## src/hdl/cal_seq_pkg.sv

```systemverilog
// package: constants and types for the calibration command sequencer
package cal_seq_pkg;

  // ----------------------------------------------------------------------
  // command codes and step numbers
  // ----------------------------------------------------------------------
  localparam logic [3:0] CMD_CAL      = 4'h0;
  localparam logic [3:0] CMD_OPERATE  = 4'h1;
  localparam logic [3:0] CMD_SENSE    = 4'h2;
  localparam logic [3:0] CMD_STATUS   = 4'h3;
  localparam logic [3:0] CMD_DEFAULTS = 4'h4;
  localparam logic [3:0] CMD_HV_RANGE = 4'h5;

  localparam logic [5:0] STEP_ENTER    = 6'h00;
  localparam logic [5:0] STEP_HV_FIRST = 6'h1A;
  localparam logic [5:0] STEP_HV_LAST  = 6'h21;
  localparam logic [5:0] STEP_SRC_CAL  = 6'h3A;
  localparam logic [5:0] STEP_EXIT     = 6'h3B;

  // ----------------------------------------------------------------------
  // error status word bit positions and reset values
  // ----------------------------------------------------------------------
  localparam int ERR_NOT_ENTERED = 0;
  localparam int ERR_ILLEGAL_CMD = 1;
  localparam int ERR_BAD_STEP    = 2;
  localparam int ERR_HV_DISABLED = 3;
  localparam int ERR_NO_VALUE    = 4;
  localparam logic [7:0] ERR_RESET = 8'h00;

  // ----------------------------------------------------------------------
  // user settings held while calibrating
  // ----------------------------------------------------------------------
  localparam logic [15:0] CAL_SETTINGS = 16'h0001;
  localparam logic [15:0] USER_RESET   = 16'h0000;

  // step classification
  typedef enum logic [2:0] {
    KIND_ENTER   = 3'b000,
    KIND_SETUP   = 3'b001,
    KIND_MEASURE = 3'b010,
    KIND_SRC_CAL = 3'b011,
    KIND_EXIT    = 3'b100,
    KIND_COMMON  = 3'b101,
    KIND_BAD     = 3'b110
  } step_kind_t;

  // one terminated command from the bus controller
  typedef struct packed {
    logic [3:0]  code;
    logic [5:0]  step;
    logic        has_value;
    logic [23:0] value;
  } cmd_t;

  // calibration status word
  typedef struct packed {
    logic [5:0] step;
    logic       active;
    logic       unlocked;
    logic       calibrated;
  } cal_status_t;

endpackage

```

## src/hdl/calibration_command_sequencer.sv

```systemverilog
// calibration command sequencer: steps, gating, settings save, commit
`timescale 1ns/1ps

module calibration_command_sequencer
  import cal_seq_pkg::*;
(
  input  wire logic        core_clk,
  input  wire logic        sys_rst,
  input  wire logic        cmd_valid,
  input  wire cmd_t        cmd,
  input  wire logic        device_clear,
  input  wire logic        lock_unlocked,
  input  wire logic        bus_trigger,
  input  wire logic        panel_trigger,
  input  wire logic [15:0] user_settings,
  output logic [15:0]      active_settings,
  output logic             cal_active,
  output logic             trigger_armed,
  output logic             trigger_fire,
  output logic             pending_trigger,
  output logic             step_strobe,
  output logic [5:0]       step_number,
  output logic [23:0]      step_value,
  output logic             nvm_write,
  output logic             reading_done,
  output logic             reading_available,
  output logic             cmd_error,
  output cal_status_t      calibration_status_word,
  output logic [7:0]       error_status_word,
  output logic             high_voltage_range_enable
);

  // ----------------------------------------------------------------------
  // step decode
  // ----------------------------------------------------------------------

  // classify a step number into its kind
  function automatic step_kind_t classify(input logic [5:0] s);
    step_kind_t k;
    k = KIND_BAD;
    if (s == STEP_ENTER)
      k = KIND_ENTER;
    else if (s == 6'h01)
      k = KIND_COMMON;
    else if (s == STEP_SRC_CAL)
      k = KIND_SRC_CAL;
    else if (s == STEP_EXIT)
      k = KIND_EXIT;
    else if (s < STEP_SRC_CAL)
      k = s[0] ? KIND_MEASURE : KIND_SETUP;
    return k;
  endfunction

  logic        cal_active_reg;
  logic        hv_en_reg;
  logic [15:0] saved_reg;
  step_kind_t  kind;
  logic        is_cal;
  logic        allowed;
  logic        hv_step;
  logic        step_ok;
  logic        clear_all;

  // command acceptance terms
  always_comb
  begin
    kind    = classify(cmd.step);
    is_cal  = cmd.code == CMD_CAL;
    allowed = is_cal || cmd.code == CMD_OPERATE ||
              cmd.code == CMD_SENSE || cmd.code == CMD_STATUS;
    hv_step = cmd.step >= STEP_HV_FIRST && cmd.step <= STEP_HV_LAST;
    step_ok = 1'b0;
    if (cmd_valid && is_cal)
    begin
      if (kind == KIND_ENTER)
        step_ok = 1'b1;
      else if (!cal_active_reg || kind == KIND_BAD)
        step_ok = 1'b0;
      else if (hv_step && !hv_en_reg)
        step_ok = 1'b0;
      else if (kind == KIND_MEASURE && !cmd.has_value)
        step_ok = 1'b0;
      else
        step_ok = 1'b1;
    end
    clear_all = device_clear ||
                (cmd_valid && cmd.code == CMD_DEFAULTS && !cal_active_reg);
  end

  // ----------------------------------------------------------------------
  // step state
  // ----------------------------------------------------------------------

  logic [5:0] step_reg;
  logic       calibrated_reg;

  // power-up and clear go to step zero
  always_ff @(posedge core_clk)
  begin
    if (sys_rst || clear_all)
    begin
      cal_active_reg <= 1'b0;
      step_reg       <= STEP_ENTER;
    end
    else if (step_ok)
    begin
      cal_active_reg <= kind != KIND_EXIT;
      step_reg       <= (kind == KIND_EXIT) ? STEP_ENTER : cmd.step;
    end
  end

  // calibrated flag set once the source step has run
  always_ff @(posedge core_clk)
  begin
    if (sys_rst)
      calibrated_reg <= 1'b0;
    else if (step_ok && kind == KIND_SRC_CAL)
      calibrated_reg <= 1'b1;
  end

  // high-voltage range enable command
  always_ff @(posedge core_clk)
  begin
    if (sys_rst || clear_all)
      hv_en_reg <= 1'b0;
    else if (cmd_valid && cmd.code == CMD_HV_RANGE && !cal_active_reg)
      hv_en_reg <= cmd.value[0];
  end

  // ----------------------------------------------------------------------
  // user settings save and restore
  // ----------------------------------------------------------------------

  logic [15:0] active_reg;

  // forced values on entry, saved copy kept
  always_ff @(posedge core_clk)
  begin
    if (sys_rst)
    begin
      saved_reg  <= USER_RESET;
      active_reg <= USER_RESET;
    end
    else if (step_ok && kind == KIND_ENTER && !cal_active_reg)
    begin
      saved_reg  <= user_settings;
      active_reg <= CAL_SETTINGS;
    end
    else if (step_ok && kind == KIND_EXIT)
      active_reg <= saved_reg;
    else if (!cal_active_reg)
      active_reg <= user_settings;
  end

  // ----------------------------------------------------------------------
  // trigger handling
  // ----------------------------------------------------------------------

  logic armed_reg;
  logic pending_reg;
  logic fire_reg;

  always_ff @(posedge core_clk)
  begin
    if (sys_rst)
      armed_reg <= 1'b1;
    else if (cmd_valid && is_cal)
      armed_reg <= 1'b0;
    else if (!cal_active_reg && (bus_trigger || panel_trigger))
      armed_reg <= 1'b1;
  end

  always_ff @(posedge core_clk)
  begin
    if (sys_rst)
      fire_reg <= 1'b0;
    else
      fire_reg <= !cal_active_reg && armed_reg &&
                  (bus_trigger || panel_trigger) && !(cmd_valid && is_cal);
  end

  // panel trigger shows pending, cleared without sweep on exit
  always_ff @(posedge core_clk)
  begin
    if (sys_rst || clear_all)
      pending_reg <= 1'b0;
    else if (cal_active_reg && panel_trigger)
      pending_reg <= 1'b1;
    else if (step_ok && kind == KIND_EXIT)
      pending_reg <= 1'b0;
  end

  // ----------------------------------------------------------------------
  // step outputs and constant commit
  // ----------------------------------------------------------------------

  logic        strobe_reg;
  logic [23:0] value_reg;
  logic        nvm_reg;
  logic        done_reg;

  // step and value handed to analog section
  always_ff @(posedge core_clk)
  begin
    if (sys_rst)
    begin
      strobe_reg <= 1'b0;
      value_reg  <= 24'h000000;
    end
    else
    begin
      strobe_reg <= step_ok;
      if (step_ok)
        value_reg <= cmd.has_value ? cmd.value : 24'h000000;
    end
  end

  always_ff @(posedge core_clk)
  begin
    if (sys_rst)
      nvm_reg <= 1'b0;
    else
      nvm_reg <= step_ok && kind == KIND_EXIT && lock_unlocked;
  end

  // reading done after each step, sticky until next command
  always_ff @(posedge core_clk)
  begin
    if (sys_rst || clear_all)
      done_reg <= 1'b0;
    else if (step_ok)
      done_reg <= 1'b1;
    else if (cmd_valid)
      done_reg <= 1'b0;
  end

  // ----------------------------------------------------------------------
  // error status word
  // ----------------------------------------------------------------------

  logic [7:0] err_reg;
  logic [7:0] err_next;
  logic       err_pulse_reg;

  always_comb
  begin
    err_next = 8'h00;
    if (cmd_valid && is_cal && !step_ok)
    begin
      err_next[ERR_NOT_ENTERED] = !cal_active_reg;
      err_next[ERR_BAD_STEP]    = cal_active_reg && kind == KIND_BAD;
      err_next[ERR_HV_DISABLED] = cal_active_reg && hv_step && !hv_en_reg;
      err_next[ERR_NO_VALUE]    = cal_active_reg &&
                                  kind == KIND_MEASURE && !cmd.has_value;
    end
    if (cmd_valid && cal_active_reg && !allowed)
      err_next[ERR_ILLEGAL_CMD] = 1'b1;
  end

  // sticky word, cleared by a status read; new errors win over the clear
  always_ff @(posedge core_clk)
  begin
    if (sys_rst)
    begin
      err_reg       <= ERR_RESET;
      err_pulse_reg <= 1'b0;
    end
    else
    begin
      if (cmd_valid && cmd.code == CMD_STATUS)
        err_reg <= err_next;
      else
        err_reg <= err_reg | err_next;
      err_pulse_reg <= |err_next;
    end
  end

  // ----------------------------------------------------------------------
  // outputs
  // ----------------------------------------------------------------------

  always_comb
  begin
    calibration_status_word.step       = step_reg;
    calibration_status_word.active     = cal_active_reg;
    calibration_status_word.unlocked   = lock_unlocked;
    calibration_status_word.calibrated = calibrated_reg;
  end

  assign active_settings           = active_reg;
  assign cal_active                = cal_active_reg;
  assign trigger_armed             = armed_reg;
  assign trigger_fire              = fire_reg;
  assign pending_trigger           = pending_reg;
  assign step_strobe               = strobe_reg;
  assign step_number               = step_reg;
  assign step_value                = value_reg;
  assign nvm_write                 = nvm_reg;
  assign reading_done              = done_reg;
  assign reading_available         = 1'b0; // no reading from cal steps
  assign cmd_error                 = err_pulse_reg;
  assign error_status_word         = err_reg;
  assign high_voltage_range_enable = hv_en_reg;

endmodule

```

## config.mk

```make
export PLATFORM = sky130hd
export DESIGN_NAME = calibration_command_sequencer
export DESIGN_NICKNAME = d
export VERILOG_FILES = /design/src/hdl/cal_seq_pkg.sv /design/src/hdl/calibration_command_sequencer.sv
export SDC_FILE = /design/constraint.sdc
export NUM_CORES = 1
export LEC_CHECK = 0
export BUFFER_PORTS_ARGS = -buffer_cell sky130_fd_sc_hd__buf_2
export CORE_UTILIZATION = 30
export DETAILED_ROUTE_END_ITERATION = 10
export HOLD_SLACK_MARGIN = 0.15
export SLEW_MARGIN = 10
export SYNTH_ARGS = -nofsm -noshare
export SYNTH_HDL_FRONTEND = slang
export SYNTH_SLANG_ARGS = --single-unit
```

## constraint.sdc

```tcl
create_clock -name core_clk -period 5.2 [get_ports core_clk]
set_input_delay 0 -clock core_clk [delete_from_list [all_inputs] [get_ports core_clk]]
set_output_delay 0 -clock core_clk [all_outputs]
set_load 0.05 [all_outputs]
```

==> flow_summary.toml <==
[outcome]
status = "complete, no violations"

[setup_path]
timing.critical_path.required_ps = 5470
count_of_cells_along_the_worst_register_to_register_path = 4
crit_path_largest_cell_delay_ps = 990
timing.critical_path.slowest_stage_cell = "nor2b_1"
reg2reg_setup_slack_ps = 2780
endpoint_kind = "flip-flop"
setup.worst_path.class = "primary input to flip-flop"
worst-path-max-fanout = 17
critPathArrivalTime_ps = 3170
regToRegStartpoint = "high_voltage_range_enable"
rr_endpoint = "active_settings[5]"
path_cells = "dlygate4sd3_1 > buf_2 > nor3b_2 > nand2_1 > or3_1 > nor2b_1 > o211a_1"
worst_setup_path_start_kind = "primary input"

[drt]
detailedRoute.firstPassIterationCount = 4
via_per_inst = 4.69
dr_total_vias = 3133
avgRoutedWirePerCell_um = 13.9
antenna_left = 0
drtIter0Drc = 145
route.detailed.drc = 0
wl_um = 9300

[clock_tree]
htree_levels = 3
ctsResizeCount = 0
cts-root-buf = "clkbuf_16"
cts_tree = "yes"
clock_sink_count = 77
cts_made_buffers = 9
cts.reportedPaths.clkPinSlew_ps = 60
clk_path_buf_depth = 2
post_cts_buffers = 0
clkLatencyLatePin_ps = 330

[sta]
achievable-frequency_mhz = 345
maxSlewViolCount = 0
timing.max_slew.rel_slack_pct = 21.4
report.final.hold_viol_count = 0
fin_setup_tns_ps = 0
worst_pin_slew_ps = 1180
setup_viol = 0
finalWorstPathRequiredPeriod_ps = 2900
clock-skew-final_ps = 4.92
grt_setup_unrepaired = "false"
period_share_pct = 55.8
worst_slack_ps = 2300

[power]
vdd_ir_drop_max_v = 0.000206
seq_power_share_pct = 42.4
power.share.switching_pct = 23.5
power.clock.fraction_pct = 46.7
power.density_cell_area_mw_per_mm2 = 284
net-switching-power_w = 0.000334
power.combinational.fraction_pct = 10.9
power_report.internal_total_w = 0.00109
leakage_nw = 2.55

[cells_and_area]
largest_reg_flops = 24
sequential_cell_area_mm2 = 0.00154
most_used_cells_in_the_layout_excluding_fill_and_tap_cells = "buf_2 (126), dfxtp_1 (77), mux2i_1 (61)"
area_occupied_by_multi_input_gates_mm2 = 0.00174
instances_no_fill = 668
final_layout_size_suffix_gt1_share_pct = 29.3
layout_fillers = 1116
nNetsFinal = 578
antenna-diode-count = 0
final_common_cell = "buf_2"
syn_to_final_growth_pct = 41.9

[min_path]
hold_path_depth = 4
hold_path.startpoint = "cmd[33]"
timing.hold.worst.class = "primary input to flip-flop"
hold_path_end = "cmd_error"

[floorplan]
rows = 39
floorplan.initialDensity_pct = 30.9
die_height_um = 110
ioPinCount = 131
floorplan.core_area_mm2 = 0.0114
die_w_um = 110
die_area_mm2 = 0.0122

[global_routing]
first_global_vias = 2999
globalRoute.totalOverflow = 0
grt_start_max_net_pins = 48
grt_use_total_pct = 14.9
grt_pass1_wl_um = 14000
antenna_violations_before_repair = 0

[logic_synthesis]
ys_dominant_reg_cell = "dfxtp_1"
synthDistinctLibCells = 44
synth.ff_latch_count = 77
ys_warn_count = 0
synth_seq_area_share_pct = 43.8
post_synth_inst_count = 358
fraction_of_registers_with_async_set_reset_pct = 0
post_synth_top_area_cell = "dfxtp_1"
count_of_flip_flops_with_a_built_in_enable_after_synthesis = 0
yosys_top_cell_area_share_pct = 43.8
syn_area_mm2 = 0.00352
leading_post_synthesis_cells_by_cell_area = "dfxtp_1 (44%), mux2i_1 (17%), nand3b_1 (4.7%)"
syn_area_per_cell_um2 = 9.84

[placement]
placedCellCount = 596
dp_slack_ps = 2460
place_congestion = 0.746
port_buffer_cells = 126
hpwlAfterDp_um = 6160

[run]
maxCapViolCount = 0
worst max-delay path by stage:
stage               startpoint                  end  slack, ps
floorplan           cal_active       step_number[0]       3040
global placement     cmd_valid  active_settings[11]       2500
detailed placement   cmd_valid   active_settings[1]       2460
CTS                  cmd_valid   active_settings[6]       2250
global route         cmd_valid   active_settings[6]       2080
finish               cmd_valid   active_settings[6]       2300
worst max-delay path: cells and delay by family:
family,cells,cell delay (ps)
AO/OA/AOI/OAI,1,280
AND/OR/NAND/NOR,4,2200
buffers and inverters,2,670
synth_stat cells (2+ instances only):
cell	n
nor3_1	6
a32o_1	2
clkbuf_1	11
a211oi_1	2
nand3b_1	22
nand2b_1	26
nor2b_1	5
a21oi_1	2
and4b_1	2
inv_1	4
a22oi_1	2
nand4_1	4
or2_2	2
nor2_1	26
buf_4	16
dfxtp_1	77
o21bai_1	2
nand3_1	6
o211a_1	15
buf_6	6
and3_1	2
nand2_1	33
nor4_1	2
buf_2	3
mux2i_1	61
per-layer routing:
layer  GRT usage (%)  up-vias  wire length (um)
met1            17.2     1463              4160
met3            5.23       11               637
li1                -     1555                 -
met5               0        -                 0
met2            25.9      104              4380
met4            4.42        0               123
power by group through the flow:
stage          clock [W]  combinational, W  sequential [W]
5_1_grt         0.000705          0.000167        0.000602
3_3_place_gp           0          0.000121        0.000614
3_5_place_dp           0          0.000124        0.000614
2_1_floorplan          0         0.0000538        0.000641
4_1_cts         0.000685          0.000155        0.000601
6_report        0.000664          0.000155        0.000602
kinds of logic after synthesis:
logic type	synth area share (%)
other cells	0.106
buf+inv	7.46
flops	43.8
compound gates	8.95
simple gates	22.4
mux	17.3
through the flow:
stage	hold WS [ps]	area, um2	power [W]	utilization (%)
final	182	5000	0.00142	43.8
after global routing	193	5000	0.00147	43.8
after CTS	158	5000	0.00144	43.8
after detailed placement	208	4120	0.000738	36.1
after global placement	206	4120	0.000736	36.1
after floorplan	76.1	3530	0.000695	-
area by class of cell:
type | count | area share (%)
Multi-Input combinational cell | 243 | 34.7
Sequential cell | 77 | 30.8
Timing Repair Buffer | 185 | 24.3
Clock buffer | 10 | 4.58
Tap cell | 143 | 3.58
Clock inverter | 6 | 1.75
Inverter | 4 | 0.300
repair_timing:
item,4_1_cts,5_1_grt
hold buffers,56,0
setup endpoints to repair,0,0
hold endpoints to repair,76,0
(Power assumes the default switching activity.)
